### config.mk
export PLATFORM = sky130hd
export DESIGN_NAME = cswk_config
export DESIGN_NICKNAME = d
export VERILOG_FILES = /design/src/hw/cswk_pkg.sv /design/src/hw/cswk_matcher.sv /design/src/hw/cswk_config.sv
export SDC_FILE = /design/constraint.sdc
export NUM_CORES = 1
export LEC_CHECK = 0
export BUFFER_PORTS_ARGS = -buffer_cell sky130_fd_sc_hd__buf_2
export CAP_MARGIN = 30
export CORE_AREA = 2 2 91 93
export CTS_BUF_LIST = sky130_fd_sc_hd__clkbuf_4 sky130_fd_sc_hd__clkbuf_8
export CTS_CLUSTER_SIZE = 24
export DETAILED_ROUTE_END_ITERATION = 10
export DIE_AREA = 0 0 93 95
export PLACE_DENSITY = 0.82
export SYNTH_ARGS = -nofsm -noshare
export SYNTH_HDL_FRONTEND = slang
export SYNTH_SLANG_ARGS = --single-unit
### constraint.sdc
create_clock -name clk -period 2.2 [get_ports clk]
set_input_delay 0.44 -clock clk [delete_from_list [all_inputs] [get_ports clk]]
set_output_delay 0.44 -clock clk [all_outputs]
set_load 0.02 [all_outputs]
### src/hw/cswk_pkg.sv
// Functional notes
// RULE1 - control bit 7 enables oscillator calibration
// RULE2 - trim unlock only with pattern 11
// RULE3 - unlock gates low-power receiver option writes
// RULE4 - bit 4 routes bus time-out to interrupt
// RULE5 - time-out flag updates only in wake mode
// RULE6 - host sets valid bit to enable wake
// RULE7 - valid cleared on wake, reset, config change
// RULE8 - reserved bits always read as zero
// RULE9 - eight-bit quanta count per bit time
// RULE10 - six-bit sample point fraction below one
// RULE11 - 29-bit identifier split over four registers
// RULE12 - standard identifier sits in bits 28 to 18
// RULE13 - bit 1 selects data or remote frame
// RULE14 - host never programs remote request to one
// RULE15 - bit 0 selects standard or extended format
// RULE16 - mask bit one compares identifier bit
// RULE17 - wake frame needs valid, flags, masked bits
package cswk_pkg;
   // register offsets
   localparam logic [7:0] CSWK_OFS_CTRL = 8'h20;
   localparam logic [7:0] CSWK_OFS_QUANTA = 8'h21;
   localparam logic [7:0] CSWK_OFS_SAMPLE = 8'h22;
   localparam logic [7:0] CSWK_OFS_ID3 = 8'h23;
   localparam logic [7:0] CSWK_OFS_ID2 = 8'h24;
   localparam logic [7:0] CSWK_OFS_ID1 = 8'h25;
   localparam logic [7:0] CSWK_OFS_ID0 = 8'h26;
   localparam logic [7:0] CSWK_OFS_MASK3 = 8'h27;
   localparam logic [7:0] CSWK_OFS_OPT = 8'h28;
   localparam logic [7:0] CSWK_OFS_IRQ_STAT = 8'h30;
   localparam logic [7:0] CSWK_OFS_IRQ_MASK = 8'h31;
   // reset values
   localparam logic [7:0] CSWK_RST_CTRL = 8'h00;
   localparam logic [7:0] CSWK_RST_QUANTA = 8'hA0;
   localparam logic [5:0] CSWK_RST_SAMPLE = 6'h33;
   localparam logic [7:0] CSWK_RST_ID = 8'h00;
   localparam logic [7:0] CSWK_RST_OPT = 8'h00;
   localparam logic [2:0] CSWK_RST_IRQ = 3'h0;
   // control field positions
   localparam int CSWK_CTRL_CAL = 7;
   localparam int CSWK_CTRL_TRIM_HI = 6;
   localparam int CSWK_CTRL_TRIM_LO = 5;
   localparam int CSWK_CTRL_TO_IRQ = 4;
   localparam int CSWK_CTRL_VALID = 0;
   localparam logic [1:0] CSWK_TRIM_UNLOCK = 2'h3;
   // identifier byte 0 field positions
   localparam int CSWK_ID0_RTR = 1;
   localparam int CSWK_ID0_IDE = 0;
   // interrupt status bit positions
   localparam int CSWK_IRQ_TIMEOUT = 0;
   localparam int CSWK_IRQ_WAKE = 1;
   localparam int CSWK_IRQ_CFGCLR = 2;
endpackage

### src/hw/cswk_matcher.sv
`timescale 1ns/1ps
// compares a received frame header against the wake configuration
module cswk_matcher
   import cswk_pkg::*;
(
   input wire logic [28:0] ident, // configured identifier
   input wire logic [7:0] compare_high, // compare select for bits 28:21
   input wire logic rtr, // configured frame type
   input wire logic ide, // configured identifier format
   input wire logic cfg_valid, // configuration valid
   input wire logic [28:0] rx_ident, // received identifier
   input wire logic rx_rtr, // received frame type
   input wire logic rx_ide, // received format
   output logic hit // frame qualifies as wake frame
);
   logic [28:0] sel; // per-bit compare select
   logic [28:0] diff; // per-bit mismatch

   // only the top byte carries a compare select here; lower bits compare always
   genvar gi;
   generate
      for (gi = 0; gi < 29; gi++) begin : g_bit
         if (gi >= 21) begin : g_sel
            assign sel[gi] = compare_high[gi - 21]; // RULE16
         end else begin : g_all
            assign sel[gi] = 1'b1;
         end
         assign diff[gi] = sel[gi] & (ident[gi] ^ rx_ident[gi]);
      end
   endgenerate

   // standard frames match only bits 28:18, so lower bits are dropped
   always_comb begin
      logic [28:0] used;
      used = ide ? diff : {diff[28:18], 18'h0}; // RULE15 RULE12
      hit = cfg_valid & (rtr == rx_rtr) & (ide == rx_ide) & ~|used; // RULE17 RULE13
   end
endmodule

### src/hw/cswk_config.sv
`timescale 1ns/1ps
module cswk_config
   import cswk_pkg::*;
(
   input wire logic clk, // 25 MHz clock
   input wire logic rst, // synchronous reset, active high
   input wire logic [7:0] addr, // register address
   input wire logic [7:0] wdata, // write data
   input wire logic wr, // write strobe
   input wire logic rd, // read strobe
   output logic [7:0] rdata, // read data, cycle after rd
   input wire logic wake_mode, // selective wake mode active
   input wire logic bus_timeout, // time-out event pulse
   input wire logic wake_event, // device woke up, pulse
   input wire logic bus_transmit_input_pin, // transmit pin, asynchronous
   input wire logic rx_valid, // received header valid pulse
   input wire logic [28:0] rx_ident, // received identifier
   input wire logic rx_rtr, // received frame type
   input wire logic rx_ide, // received format
   output logic wakeup_frame, // wake frame matched, pulse
   output logic bus_timeout_flag, // sticky time-out status
   output logic interrupt_out_pin, // level interrupt
   output logic oscillator_calibration_enable, // calibration mode active
   output logic trim_sync_ref, // synchronised trim reference
   output logic low_power_rx_enable, // alternative receiver enable
   output logic [7:0] quanta_per_bit, // quanta per bit time
   output logic [5:0] sample_point_position // sample point fraction
);
   ////////////////////////////////////////////////////////////////////////
   // registers
   logic [1:0] trim_unlock; // calibration unlock field
   logic bus_timeout_irq_enable; // route time-out to pin
   logic wake_config_valid; // configuration valid
   logic [7:0] ident_bits_high; // identifier 28:21
   logic [7:0] ident_bits_midhigh; // identifier 20:13
   logic [7:0] ident_bits_midlow; // identifier 12:5
   logic [4:0] ident_bits_low; // identifier 4:0
   logic frame_rtr; // expected frame type
   logic frame_ide; // expected format
   logic [7:0] ident_compare_select_high; // compare select 28:21
   logic [7:0] low_power_receiver_option_register; // option register
   logic [2:0] irq_status; // sticky events
   logic [2:0] irq_mask; // event enables
   logic [1:0] txd_sync; // transmit pin synchroniser
   logic unlocked; // trim unlock active
   logic cfg_write; // write to configuration data
   logic match_hit; // combinational match
   logic [2:0] events; // event pulses this cycle
   logic stat_read; // status read clears

   assign unlocked = (trim_unlock == CSWK_TRIM_UNLOCK); // RULE2
   assign stat_read = rd && (addr == CSWK_OFS_IRQ_STAT);
   // any write to identifier, timing or mask data counts as a change
   assign cfg_write = wr && (addr >= CSWK_OFS_QUANTA) && (addr <= CSWK_OFS_MASK3);

   ////////////////////////////////////////////////////////////////////////
   // matcher
   cswk_matcher u_match (
      .ident({ident_bits_high, ident_bits_midhigh, ident_bits_midlow, ident_bits_low}),
      .compare_high(ident_compare_select_high),
      .rtr(frame_rtr),
      .ide(frame_ide),
      .cfg_valid(wake_config_valid),
      .rx_ident(rx_ident),
      .rx_rtr(rx_rtr),
      .rx_ide(rx_ide),
      .hit(match_hit)
   );

   ////////////////////////////////////////////////////////////////////////
   // control register
   always_ff @(posedge clk) begin
      if (rst) begin
         oscillator_calibration_enable <= CSWK_RST_CTRL[CSWK_CTRL_CAL];
         trim_unlock <= CSWK_RST_CTRL[CSWK_CTRL_TRIM_HI:CSWK_CTRL_TRIM_LO];
         bus_timeout_irq_enable <= CSWK_RST_CTRL[CSWK_CTRL_TO_IRQ];
      end else if (wr && addr == CSWK_OFS_CTRL) begin
         oscillator_calibration_enable <= wdata[CSWK_CTRL_CAL]; // RULE1
         trim_unlock <= wdata[CSWK_CTRL_TRIM_HI:CSWK_CTRL_TRIM_LO]; // RULE2
         bus_timeout_irq_enable <= wdata[CSWK_CTRL_TO_IRQ]; // RULE4
      end
   end

   // valid bit: cleared by wake, reset and config change; clear wins
   always_ff @(posedge clk) begin
      if (rst) begin
         wake_config_valid <= CSWK_RST_CTRL[CSWK_CTRL_VALID]; // RULE7
      end else if (wake_event || cfg_write) begin
         wake_config_valid <= 1'b0; // RULE7
      end else if (wr && addr == CSWK_OFS_CTRL) begin
         wake_config_valid <= wdata[CSWK_CTRL_VALID]; // RULE6
      end
   end

   ////////////////////////////////////////////////////////////////////////
   // bit timing registers
   always_ff @(posedge clk) begin
      if (rst) begin
         quanta_per_bit <= CSWK_RST_QUANTA;
         sample_point_position <= CSWK_RST_SAMPLE;
      end else if (wr) begin
         if (addr == CSWK_OFS_QUANTA) begin
            quanta_per_bit <= wdata; // RULE9
         end
         if (addr == CSWK_OFS_SAMPLE) begin
            sample_point_position <= wdata[5:0]; // RULE10
         end
      end
   end

   ////////////////////////////////////////////////////////////////////////
   // identifier and mask registers
   always_ff @(posedge clk) begin
      if (rst) begin
         ident_bits_high <= CSWK_RST_ID;
         ident_bits_midhigh <= CSWK_RST_ID;
         ident_bits_midlow <= CSWK_RST_ID;
         ident_bits_low <= CSWK_RST_ID[6:2];
         frame_rtr <= CSWK_RST_ID[CSWK_ID0_RTR];
         frame_ide <= CSWK_RST_ID[CSWK_ID0_IDE];
         ident_compare_select_high <= CSWK_RST_ID;
      end else if (wr) begin
         unique case (addr)
            CSWK_OFS_ID3: begin
               ident_bits_high <= wdata; // RULE11
            end
            CSWK_OFS_ID2: begin
               ident_bits_midhigh <= wdata; // RULE11
            end
            CSWK_OFS_ID1: begin
               ident_bits_midlow <= wdata; // RULE11
            end
            CSWK_OFS_ID0: begin
               ident_bits_low <= wdata[6:2]; // RULE11
               frame_rtr <= wdata[CSWK_ID0_RTR]; // RULE13
               frame_ide <= wdata[CSWK_ID0_IDE]; // RULE15
            end
            CSWK_OFS_MASK3: begin
               ident_compare_select_high <= wdata; // RULE16
            end
            default: begin
               // other addresses leave identifier data alone
            end
         endcase
      end
   end

   ////////////////////////////////////////////////////////////////////////
   // option register, writable only while unlocked
   always_ff @(posedge clk) begin
      if (rst) begin
         low_power_receiver_option_register <= CSWK_RST_OPT;
      end else if (wr && addr == CSWK_OFS_OPT && unlocked) begin
         low_power_receiver_option_register <= wdata; // RULE3
      end
   end

   always_ff @(posedge clk) begin
      if (rst) begin
         low_power_rx_enable <= 1'b0;
      end else begin
         low_power_rx_enable <= low_power_receiver_option_register[0];
      end
   end

   ////////////////////////////////////////////////////////////////////////
   // transmit pin synchroniser, used as trim reference while unlocked
   always_ff @(posedge clk) begin
      if (rst) begin
         txd_sync <= 2'h0;
      end else begin
         txd_sync <= {txd_sync[0], bus_transmit_input_pin};
      end
   end

   always_ff @(posedge clk) begin
      if (rst) begin
         trim_sync_ref <= 1'b0;
      end else begin
         trim_sync_ref <= unlocked & txd_sync[1]; // RULE2
      end
   end

   ////////////////////////////////////////////////////////////////////////
   // wake frame pulse
   always_ff @(posedge clk) begin
      if (rst) begin
         wakeup_frame <= 1'b0;
      end else begin
         wakeup_frame <= rx_valid & match_hit; // RULE17
      end
   end

   ////////////////////////////////////////////////////////////////////////
   // sticky events; set wins over read clear
   always_comb begin
      events = 3'h0;
      events[CSWK_IRQ_TIMEOUT] = bus_timeout & wake_mode; // RULE5
      events[CSWK_IRQ_WAKE] = rx_valid & match_hit;
      events[CSWK_IRQ_CFGCLR] = wake_config_valid & (wake_event | cfg_write);
   end

   always_ff @(posedge clk) begin
      if (rst) begin
         irq_status <= CSWK_RST_IRQ;
      end else if (stat_read) begin
         irq_status <= events;
      end else begin
         irq_status <= irq_status | events;
      end
   end

   always_ff @(posedge clk) begin
      if (rst) begin
         irq_mask <= CSWK_RST_IRQ;
      end else if (wr && addr == CSWK_OFS_IRQ_MASK) begin
         irq_mask <= wdata[2:0];
      end
   end

   // time-out flag updated only in wake mode
   always_ff @(posedge clk) begin
      if (rst) begin
         bus_timeout_flag <= 1'b0;
      end else if (wake_mode) begin
         bus_timeout_flag <= bus_timeout | (bus_timeout_flag & ~stat_read); // RULE5
      end
   end

   // time-out reaches the pin only when routed
   always_ff @(posedge clk) begin
      if (rst) begin
         interrupt_out_pin <= 1'b0;
      end else begin
         interrupt_out_pin <= |(irq_status & irq_mask & {2'h3, bus_timeout_irq_enable}); // RULE4
      end
   end

   ////////////////////////////////////////////////////////////////////////
   // read data; reserved bits read zero, unmapped reads zero
   always_ff @(posedge clk) begin
      if (rst) begin
         rdata <= 8'h00;
      end else if (rd) begin
         unique case (addr)
            CSWK_OFS_CTRL: begin
               rdata <= {oscillator_calibration_enable, trim_unlock, bus_timeout_irq_enable,
                         3'h0, wake_config_valid}; // RULE8
            end
            CSWK_OFS_QUANTA: begin
               rdata <= quanta_per_bit;
            end
            CSWK_OFS_SAMPLE: begin
               rdata <= {2'h0, sample_point_position}; // RULE8
            end
            CSWK_OFS_ID3: begin
               rdata <= ident_bits_high;
            end
            CSWK_OFS_ID2: begin
               rdata <= ident_bits_midhigh;
            end
            CSWK_OFS_ID1: begin
               rdata <= ident_bits_midlow;
            end
            CSWK_OFS_ID0: begin
               rdata <= {1'b0, ident_bits_low, frame_rtr, frame_ide}; // RULE8
            end
            CSWK_OFS_MASK3: begin
               rdata <= ident_compare_select_high;
            end
            CSWK_OFS_OPT: begin
               rdata <= low_power_receiver_option_register;
            end
            CSWK_OFS_IRQ_STAT: begin
               rdata <= {5'h0, irq_status};
            end
            CSWK_OFS_IRQ_MASK: begin
               rdata <= {5'h0, irq_mask};
            end
            default: begin
               rdata <= 8'h00;
            end
         endcase
      end else begin
         rdata <= 8'h00;
      end
   end
endmodule

Yosys cells after proc, flatten, opt, wreduce, memory -nomap -nowiden. Index checks and enable logic that the tools add are counted.

Output and inout bits: 28. Bits of input ports: 56. Register bits after elaboration: 87. Word-level logic and storage cells: 114.

Equality and inequality tests: 14. Muxes and demuxes: 3. Bitwise logic cells: 52. Reduce and logical (&&, ||, !) cells: 20. Order comparisons: 2.

Operators by type and width (number): equality test 8 x 6 -> 1 bit, second input constant (11); one-hot mux 8 bit (11 select lines) (1); OR reduction 29 bit (1); bitwise XOR 1 bit (29); two-way mux 18 bit (1); AND 1 bit (16); AND reduction 2 bit (7); greater-or-equal comparator 8 x 6 -> 1 bit, second input constant (1); <= comparator 8 x 6 -> 1 bit, second input constant (1); logical AND 1 bit (7); AND 3 bit (2); OR reduction 2 bit (2); two-way mux 3 bit (1); bitwise OR 3 bit (1); OR reduction 3 bit (1); equality test 1 bit (2); equality test 2 bit, second input constant (1); NOT 1 bit (2); bitwise OR 1 bit (2); logical NOT 1 bit (1); logical OR 1 bit (1).

Depth between registers and ports, before layout. Gate-level depths: netlist of run 1.

Word-level depth: 8. Mapped depth: 7.

Hierarchy. A second synthesis of run 1 with hierarchy kept.

Cells, all modules: 452. Area total of the unflattened synthesis: 4459.3 µm².

Modules (own cells, without submodules): cswk_config (seq. area each 1741.7 µm², area each 4087.7 µm², instances 1, cells each 407); cswk_matcher (seq. area each 0.0 µm², area each 371.6 µm², instances 1, cells each 45).

Worst setup path before layout of run 1. Ideal clock, no wire load.

Path type: input to register. Start: in addr[3]. End: reg sample_point_position[0]. Required time: 2.080 ns. Arrival time: 1.862 ns. Stages: 5. Slack: 0.218 ns. Cell sequence: buf_2 -> or4b_4 -> nor3_4 -> nand3_4 -> a211o_1.

Longest elaborated chain between the ends: 2.

RTL lines: start: declaration (line cswk_config.sv:7) `input wire logic [7:0] addr,`; equality test 8 x 6 -> 1 bit (line cswk_config.sv:105) `if (addr == CSWK_OFS_SAMPLE) begin`; AND reduction 2 bit (no source line); end signal: assignment (line cswk_config.sv:106) `sample_point_position <= wdata[5:0];`; end: declaration (line cswk_config.sv:27) `output logic [5:0] sample_point_position`.

No other way between the ends. A chain may end at the register's enable or synchronous reset.

Worst setup path after layout of run 1.
Start: in addr[7]. End: reg ident_bits_high[2].

Longest elaborated chain between the ends: 2.

RTL lines: equality test 8 x 6 -> 1 bit (line cswk_config.sv:123) `unique case (addr)`; AND reduction 2 bit (no source line); end signal: assignment (line cswk_config.sv:125) `ident_bits_high <= wdata;`; end: declaration (line cswk_config.sv:34) `logic [7:0] ident_bits_high;`.

No other way between the ends.

==> impl_metrics.json, run 1 <==
{
  "root_buffer": "clkbuf_8",
  "synthFlopType": "dfxtp_1",
  "drt_iter0_drc": 468,
  "max_slew.worst_pin.slew_ns": 0.437,
  "timing.final.ws_setup_ns": 0.396,
  "rows": 33,
  "dp_hpwl_microns": 9950,
  "wire_per_inst_microns": 19.7,
  "die-width_microns": 93,
  "initial_core_util": 0.537,
  "max_freq_ghz": 0.554,
  "syn_area_per_cell_sq_um": 8.74,
  "clk_pin_slew_ns": 0.09,
  "post_cts_buffers": 0,
  "ant_nets": 0,
  "yosysSeqAreaShare": 0.409,
  "start_kind": "input pin",
  "arrival_ns": 2.09,
  "synth_nets": 543,
  "grt_setup_unrepaired": "no",
  "fp.dieH_microns": 95,
  "gr-usage-all-layers": 0.315,
  "cts_made_buffers": 9,
  "yosys.area.top_type": "dfxtp_1",
  "place_congestion": 1.03,
  "fin_worst_skew_ns": 0.0145,
  "io_pins": 84,
  "antenna_found_initial": 0,
  "fin_crit_ns": 1.80,
  "grt_pass1_vias": 3907,
  "peakVddDrop_uv": 465,
  "mostFrequentLayoutCells": "87 x dfxtp_1, 83 x nand2_1, 83 x buf_2",
  "yosys_warnings": 0,
  "p_per_area_mw_per_mm2": 605,
  "first_pass_iters": 5,
  "holdBufCountCts": 0,
  "post-place-ws_ns": 0.0511,
  "io_buffers": 83,
  "viasPerCell": 6.02,
  "layout-drive-gt1-share": 0.271,
  "min_path_type": "in2reg",
  "drc": 0,
  "clkSinkCount": 87,
  "vias": 4158,
  "grt_overflow": 0,
  "slowest_stage": "or4b_4",
  "diodes": 0,
  "final_nets": 637,
  "core_area_sq_mm": 0.00793,
  "outcome": "finished clean",
  "cpPeakStageDelay_ns": 0.61,
  "yosysUniqueCellTypes": 55,
  "wirelength_microns": 13600,
  "p_leak_nw": 2.17,
  "synth_top_area_share": 0.409,
  "layout_commonest_cell": "dfxtp_1",
  "grt_max_degree": 44,
  "fin_crit_sh": 0.820,
  "grt_pass1_wl_microns": 21000,
  "setup_tns_ns": 0,
  "critical_path_required_ns": 2.48,
  "netlist_top_cells_area": "dfxtp_1 41%, mux2i_1 9.2%, nand2_1 7.3%, xor2_1 5.6%, a21oi_1 4.9%",
  "async_reset_ff_frac": 0,
  "syn_inst": 487,
  "die_area_sq_mm": 0.00884,
  "clk_path_buf_depth": 2,
  "critPathKind": "in2reg",
  "ctsResizeCount": 0,
  "endpoint_kind": "register",
  "path_cells": "buf_2 > or4b_4 > nor3_4 > buf_12 > and3_1 > nand2_1 > a21oi_1",
  "finalHoldViolCount": 0,
  "ys_ff_latch": 87,
  "cts_tree": "yes",
  "setup_viol": 0,
  "crit_fanout": 8,
  "reg2reg_slack_ns": 0.45,
  "drv_cap": 0,
  "p_total_mw": 3.12,
  "num-fill-cells": 663,
  "cts.htree.levels": 3,
  "synth_area_sq_mm": 0.00426,
  "slew_headroom": 0.708,
  "insertion_delay_ns": 0.36,
  "syn2layout_area_growth_pct": 21.2,
  "final_core_util": 0.651,
  "synth-edff-count": 0,
  "slew_violations": 0
}
logic make-up (layout without fill, tap and decap cells):
logic type                after synthesis  in the layout  share of synthesized area
and+or+nand+nor                       191            191                      0.226
DFF                                    87             87                      0.409
AOI/OAI and AO/OA                      86             86                      0.132
muxes                                  53             53                      0.131
buffers and inverters                  39            138                     0.0379
xor gates and xnor gates               31             31                     0.0638
registers in the layout (all words and copies together), names as in the netlist, 3 cells and up:
name                                flops
ident_bits_high                         8
ident_bits_midhigh                      8
ident_bits_midlow                       8
ident_compare_select_high               8
low_power_receiver_option_register      8
quanta_per_bit                          8
rdata                                   8
sample_point_position                   6
ident_bits_low                          5
irq_mask                                3
irq_status                              3
worst paths after layout:
path	end	start	cells past startpoint
setup / recovery	ident_bits_high[2]	addr[7]	7
hold / removal	txd_sync[0]	bus_transmit_input_pin	2
setup reg to reg	wakeup_frame	ident_bits_low[1]	5
hold reg to reg	txd_sync[1]	txd_sync[0]	1
final cells by class:
type / instances / area [sq um] / share of cell area
multi-input cells: 361 / 2350 / 0.456
flip-flops and latches: 87 / 1740 / 0.337
repair buffers: 115 / 681 / 0.132
inverters: 7 / 26.3 / 0.00509
well taps: 105 / 131 / 0.0255
clock buffers: 11 / 145 / 0.0281
clock inverters: 5 / 81.3 / 0.0158
Yosys cell counts, types with 2 or more instances:
| cell type | instances |
|---|---|
| a22o_1 | 5 |
| dfxtp_1 | 87 |
| or3_1 | 3 |
| a31oi_1 | 2 |
| buf_1 | 3 |
| a21oi_1 | 42 |
| nand3b_1 | 5 |
| nand4_1 | 4 |
| a222oi_1 | 3 |
| buf_4 | 2 |
| nor3_1 | 6 |
| xnor2_1 | 4 |
| mux2i_1 | 39 |
| xor2_1 | 27 |
| a211o_1 | 5 |
| o21ai_0 | 4 |
| clkbuf_1 | 21 |
| nand3_1 | 9 |
| nor2b_1 | 8 |
| a22oi_1 | 12 |
| inv_1 | 7 |
| and3_1 | 2 |
| a32oi_1 | 3 |
| mux2_2 | 13 |
| nor4_1 | 5 |
| nor2_1 | 47 |
| nand2_1 | 83 |
| nor4b_2 | 2 |
| buf_2 | 6 |
| o2bb2ai_1 | 2 |
| and2_1 | 2 |
where the power goes:
part / switching, mW / total [mW] / internal [mW]
Combinational: 0.170 / 0.280 / 0.110
Sequential: 0.00405 / 1.58 / 1.58
Clock: 0.578 / 1.26 / 0.684
Total: 0.752 / 3.12 / 2.37
routing by layer:
| metal | track usage | vias to the layer above | share of wire |
|---|---|---|---|
| li1 | - | 1893 | - |
| met1 | 0.423 | 1936 | 0.40 |
| met2 | 0.488 | 277 | 0.45 |
| met3 | 0.0447 | 52 | 0.094 |
| met4 | 0.180 | 0 | 0.056 |
| met5 | 0 | - | 0 |
through the flow:
step / instance area [sq um] / hold slack [ns] / std cells
floorplan: 4260 / 0.414 / 487
global placement: 4930 / 0.418 / 675
detailed placement: 4930 / 0.425 / 675
CTS: 5160 / 0.292 / 691
global route: 5160 / 0.319 / 691
finish: 5160 / 0.290 / 691
worst max-delay path: cells and delay by family:
family                 cells  cell delay [ns]
AOI/OAI and AO/OA          1             0.15
and+or+nand+nor            4             1.21
buffers and inverters      2             0.28
Power figures use the tool's default switching activity.
==> run 2, diff against run 1 <==
Settings changed: CORE_AREA 2 2 91 93 to 2 2 94 96, DIE_AREA 0 0 93 95 to 0 0 96 98, PLACE_DENSITY 0.82 to 0.8.
Clock period 2.2 ns to 1.5 ns, I/O delays scaled along.
==> run 2 against run 1 <==
Against the previous run: the flow now finishes with violations (setup timing); via count increased by 6.2%; wire length increased by 10%; worst setup slack got worse by 0.59 ns; non-clock buffer count increased by 50; final cell count increased by 7.7%; critical endpoint is now wakeup_frame; highest routed layer unchanged.
==> impl_metrics.json, run 2 (synthesis gave the netlist of run 1 again) <==
{
  "critical_path.top_delay_family": "simple AND/OR/NAND/NOR gates",
  "p_per_area_mw_per_mm2": 831,
  "layout_commonest_cell": "dfxtp_1",
  "reg2reg_from": "ident_bits_midlow[2]",
  "timing.final.ws_setup_ns": -0.194,
  "critical_path_required_ns": 1.77,
  "diodes": 0,
  "highest_layer": "met4",
  "arrival_ns": 1.97,
  "cp_num_cells": 5,
  "insertion_delay_ns": 0.37,
  "rows": 34,
  "cts_tree": "yes",
  "path_common_cell": "nor4_1",
  "wire_per_inst_microns": 20.2,
  "critPathCapture": "wakeup_frame",
  "slew_violations": 0,
  "grt_pass1_vias": 4281,
  "max_freq_ghz": 0.590,
  "syn2layout_area_growth_pct": 36.4,
  "drc": 0,
  "dp_hpwl_microns": 10900,
  "outcome": "finished, violations left",
  "ant_nets": 0,
  "min_path_type": "in2reg",
  "slowest_stage": "o41a_1",
  "initial_core_util": 0.503,
  "grt_setup_unrepaired": "yes",
  "wirelength_microns": 15000,
  "start_kind": "register",
  "gr-usage-all-layers": 0.321,
  "max_slew.worst_pin.slew_ns": 0.440,
  "clkSinkCount": 87,
  "io_pins": 84,
  "p_leak_nw": 2.47,
  "grt_overflow": 0,
  "finalHoldViolCount": 0,
  "crit_buf_inv": 0,
  "cts.htree.levels": 3,
  "root_buffer": "clkbuf_8",
  "reg2reg_slack_ns": -0.19,
  "crit_start": "ident_bits_midlow[2]",
  "first_pass_iters": 5,
  "crit_fanout": 2,
  "die_area_sq_mm": 0.00941,
  "routed-wl-met2_microns": 7190,
  "grt_max_degree": 41,
  "setup_tns_ns": -0.359,
  "vias": 4417,
  "die-width_microns": 96,
  "route.met3.wl_microns": 1140,
  "clk_path_buf_depth": 2,
  "violations": "setup timing",
  "cpPeakStageDelay_ns": 0.43,
  "endpoint_kind": "register",
  "setup_viol": 3,
  "grt_pass1_wl_microns": 22500,
  "cts_made_buffers": 9,
  "reg2regPathDepth": 5,
  "stdcell_count": 744,
  "fin_worst_skew_ns": 0.0124,
  "post-place-ws_ns": -0.417,
  "place_congestion": 1.02,
  "antenna_found_initial": 0,
  "viasPerCell": 5.94,
  "peakVddDrop_uv": 554,
  "fin_crit_sh": 1.13,
  "final_core_util": 0.686,
  "io_buffers": 83,
  "layout-drive-gt1-share": 0.377,
  "fin_crit_ns": 1.69,
  "path_cells": "xor2_1 > nor4_1 > nand3_1 > o41a_1 > nor4_1",
  "timing.rr.end": "wakeup_frame",
  "fp.dieH_microns": 98,
  "min_path_cells": 2,
  "mostFrequentLayoutCells": "82 x dfxtp_1, 80 x nand2_1, 80 x buf_2",
  "place_inst": 726,
  "drv_cap": 0,
  "core_area_sq_mm": 0.00847,
  "slew_headroom": 0.707,
  "routedLengthMet1_microns": 5930,
  "drt_iter0_drc": 351,
  "final_nets": 688,
  "clk_pin_slew_ns": 0.09,
  "critPathKind": "reg2reg",
  "final_area_sq_mm": 0.00581,
  "postPlaceCellArea_sq_mm": 0.00537
}
-- run 2: cell type report --
class | count | area, sq um
sequential | 87 | 1750
fill | 653 | 2660
multi-input combinational | 362 | 2520
clock buffer | 11 | 139
timing repair buffer | 165 | 1140
inverter | 7 | 26.3
clock inverter | 4 | 95.1
tap | 108 | 135
-- run 2: worst reg2reg max path, delay by kind of cell, from the launching register on --
family,cells,cell delay (ns)
AND/OR/NAND/NOR,3,0.67
AO/OA/AOI/OAI,1,0.43
flip-flops,1,0.34
XOR/XNOR,1,0.16
-- run 2: layer usage --
layer / vias to the layer above / global-route usage
met5: - / 0
met4: 0 / 0.177
met3: 60 / 0.0687
met2: 250 / 0.496
met1: 2121 / 0.413
li1: 1986 / -
-- run 2: what timing repair did --
item                                    4_1_cts  5_1_grt
cloned                                        1        0
endpoints found under the setup margin       33       67
resized for setup                            18       32
hold buffers                                  0        0
buffers inserted                              1        1
pin swaps                                    18       17
-- run 2: stage by stage --
stage               hold WS, ns  total power, mW
floorplan                 0.414             2.60
global placement          0.417             2.84
detailed placement        0.432             2.85
CTS                       0.153             4.78
global route              0.147             4.95
finish                    0.150             4.83
-- run 2: worst min path at each step --
stage / slack, ns / startpoint / to
6_report: 0.15 / bus_transmit_input_pin / txd_sync[0]
5_1_grt: 0.15 / bus_transmit_input_pin / txd_sync[0]
4_1_cts: 0.15 / bus_transmit_input_pin / txd_sync[0]
3_5_place_dp: 0.43 / txd_sync[0] / txd_sync[1]
3_3_place_gp: 0.42 / txd_sync[0] / txd_sync[1]
2_1_floorplan: 0.41 / txd_sync[0] / txd_sync[1]
-- run 2: power breakdown --
| group | switching (mW) | total [mW] | leakage [nW] | internal [mW] |
|---|---|---|---|---|
| Combinational | 0.295 | 0.516 | 1.65 | 0.221 |
| Sequential | 0.00526 | 2.32 | 0.704 | 2.32 |
| Clock | 0.855 | 1.99 | 0.120 | 1.13 |
| Total | 1.16 | 4.83 | 2.47 | 3.67 |
==> run 3, diff against run 2 <==
Settings changed: RECOVER_POWER set to 25.
Clock period 1.5 ns to 1.4 ns, I/O delays scaled along.
==> run 3 against run 2 <==
Against the previous run: the flow still finishes with violations (setup timing); worst setup slack worse by 0.070 ns; largest power group unchanged; clock power is essentially flat; highest routed layer unchanged; first-iteration DRC count up 44%; critical endpoint unchanged; fmax up 1.8%; count of clock-buffer cells in the layout is the same.
==> impl_metrics.json, run 3 (synthesis gave the netlist of run 1 again) <==
{
  "outcome": "finished, violations left",
  "violations": "setup timing",
  "switching_share": 0.253,
  "p_leak_nw": 2.61,
  "postPlaceCellArea_sq_mm": 0.00546,
  "wire_per_inst_microns": 20.3,
  "initial_core_util": 0.503,
  "slowest_stage": "o41a_1",
  "diodes": 0,
  "routedLengthMet1_microns": 6220,
  "endpoint_kind": "register",
  "fp.dieH_microns": 98,
  "ant_nets": 0,
  "max_slew.worst_pin.slew_ns": 0.594,
  "arrival_ns": 1.94,
  "seq_power_share": 0.487,
  "final_area_sq_mm": 0.00625,
  "crit_buf_inv": 0,
  "antenna_found_initial": 0,
  "post-place-ws_ns": -0.569,
  "finalHoldViolCount": 0,
  "routed-wl-met2_microns": 7310,
  "layout-drive-gt1-share": 0.486,
  "gr-usage-all-layers": 0.326,
  "critical_path_required_ns": 1.68,
  "path_cells": "xor2_1 > nor4_2 > nand3_1 > o41a_1 > nor4_1",
  "core_area_sq_mm": 0.00847,
  "slew_violations": 0,
  "p_switching_mw": 1.29,
  "root_buffer": "clkbuf_8",
  "clk_pin_slew_ns": 0.09,
  "insertion_delay_ns": 0.36,
  "place_congestion": 0.989,
  "holdBufCountCts": 0,
  "drt_iter0_drc": 506,
  "grt_max_degree": 45,
  "min_path_type": "in2reg",
  "setup_tns_ns": -3.64,
  "setup_viol": 60,
  "first_pass_iters": 5,
  "timing.final.ws_setup_ns": -0.265,
  "p_total_mw": 5.10,
  "drv_cap": 0,
  "vias": 4442,
  "route.met3.wl_microns": 1190,
  "die_area_sq_mm": 0.00941,
  "die-width_microns": 96,
  "critPathKind": "reg2reg",
  "fin_crit_ns": 1.66,
  "clkSinkCount": 87,
  "grt_pass1_wl_microns": 23100,
  "final_nets": 703,
  "dp_hpwl_microns": 10900,
  "highest_layer": "met4",
  "grt_pass1_vias": 4394,
  "layout_commonest_cell": "dfxtp_1",
  "mostFrequentLayoutCells": "81 x dfxtp_1, 74 x buf_2, 72 x buf_4",
  "peakVddDrop_uv": 541,
  "max_freq_ghz": 0.601,
  "grt_overflow": 0,
  "cts_tree": "yes",
  "fin_worst_skew_ns": 0.00825,
  "crit_fanout": 2,
  "grt_setup_unrepaired": "yes",
  "syn2layout_area_growth_pct": 46.7,
  "cts.htree.levels": 3,
  "power_frac_comb": 0.116,
  "drc": 0,
  "slew_headroom": 0.604,
  "io_buffers": 83,
  "p_clk_frac": 0.397,
  "cpPeakStageDelay_ns": 0.40,
  "cts_made_buffers": 9,
  "io_pins": 84,
  "start_kind": "register",
  "wirelength_microns": 15400,
  "viasPerCell": 5.84,
  "critical_path.top_delay_family": "simple AND/OR/NAND/NOR gates",
  "fin_crit_sh": 1.19,
  "rows": 34,
  "num-fill-cells": 588,
  "p_int_mw": 3.81,
  "clk_path_buf_depth": 2,
  "p_per_area_mw_per_mm2": 817
}
## run 3: layout make-up
class | count | area (sq um) | share of cell area
multi-input cells | 362 | 2810 | 0.449
flip-flops and latches | 87 | 1750 | 0.280
clock inverters | 5 | 81.3 | 0.0130
clock buffers | 11 | 145 | 0.0232
repair buffers | 180 | 1300 | 0.209
inverters | 7 | 26.3 | 0.00421
well taps | 108 | 135 | 0.0216
## run 3: power groups by stage
stage	Clock [mW]	Sequential (mW)	Combinational [mW]
3_5_place_dp	0	2.54	0.506
3_3_place_gp	0	2.54	0.498
6_report	2.02	2.49	0.592
5_1_grt	2.13	2.49	0.616
2_1_floorplan	0	2.55	0.250
4_1_cts	2.02	2.49	0.538
## run 3: worst paths after layout
path / from / to / slack (ns) / depth (start not counted)
worst max-delay path: ident_bits_low[1] / wakeup_frame / -0.26 / 5
worst min-delay path: bus_transmit_input_pin / txd_sync[0] / 0.13 / 2
worst max register to register: ident_bits_low[1] / wakeup_frame / -0.26 / 5
worst min register to register: txd_sync[0] / txd_sync[1] / 0.45 / 1
## run 3: routing by layer
layer / global-route usage / vias up
met4: 0.178 / 0
met3: 0.0610 / 57
met2: 0.499 / 244
met1: 0.431 / 2120
li1: - / 2021
met5: 0 / -
## run 3: what timing repair did
action / CTS / global route
gates cloned: 2 / 0
setup endpoints to repair: 63 / 74
setup buffers: 7 / 6
pin swaps: 28 / 45
resized for setup: 53 / 83
## run 3: stage by stage
| stage | utilization | hold WS [ns] | cells |
|---|---|---|---|
| final | 0.738 | 0.128 | 760 |
| after global routing | 0.738 | 0.115 | 760 |
| after CTS | 0.702 | 0.128 | 756 |
| after floorplan | - | 0.404 | 487 |
| after detailed placement | 0.645 | 0.438 | 733 |
| after global placement | 0.645 | 0.422 | 733 |
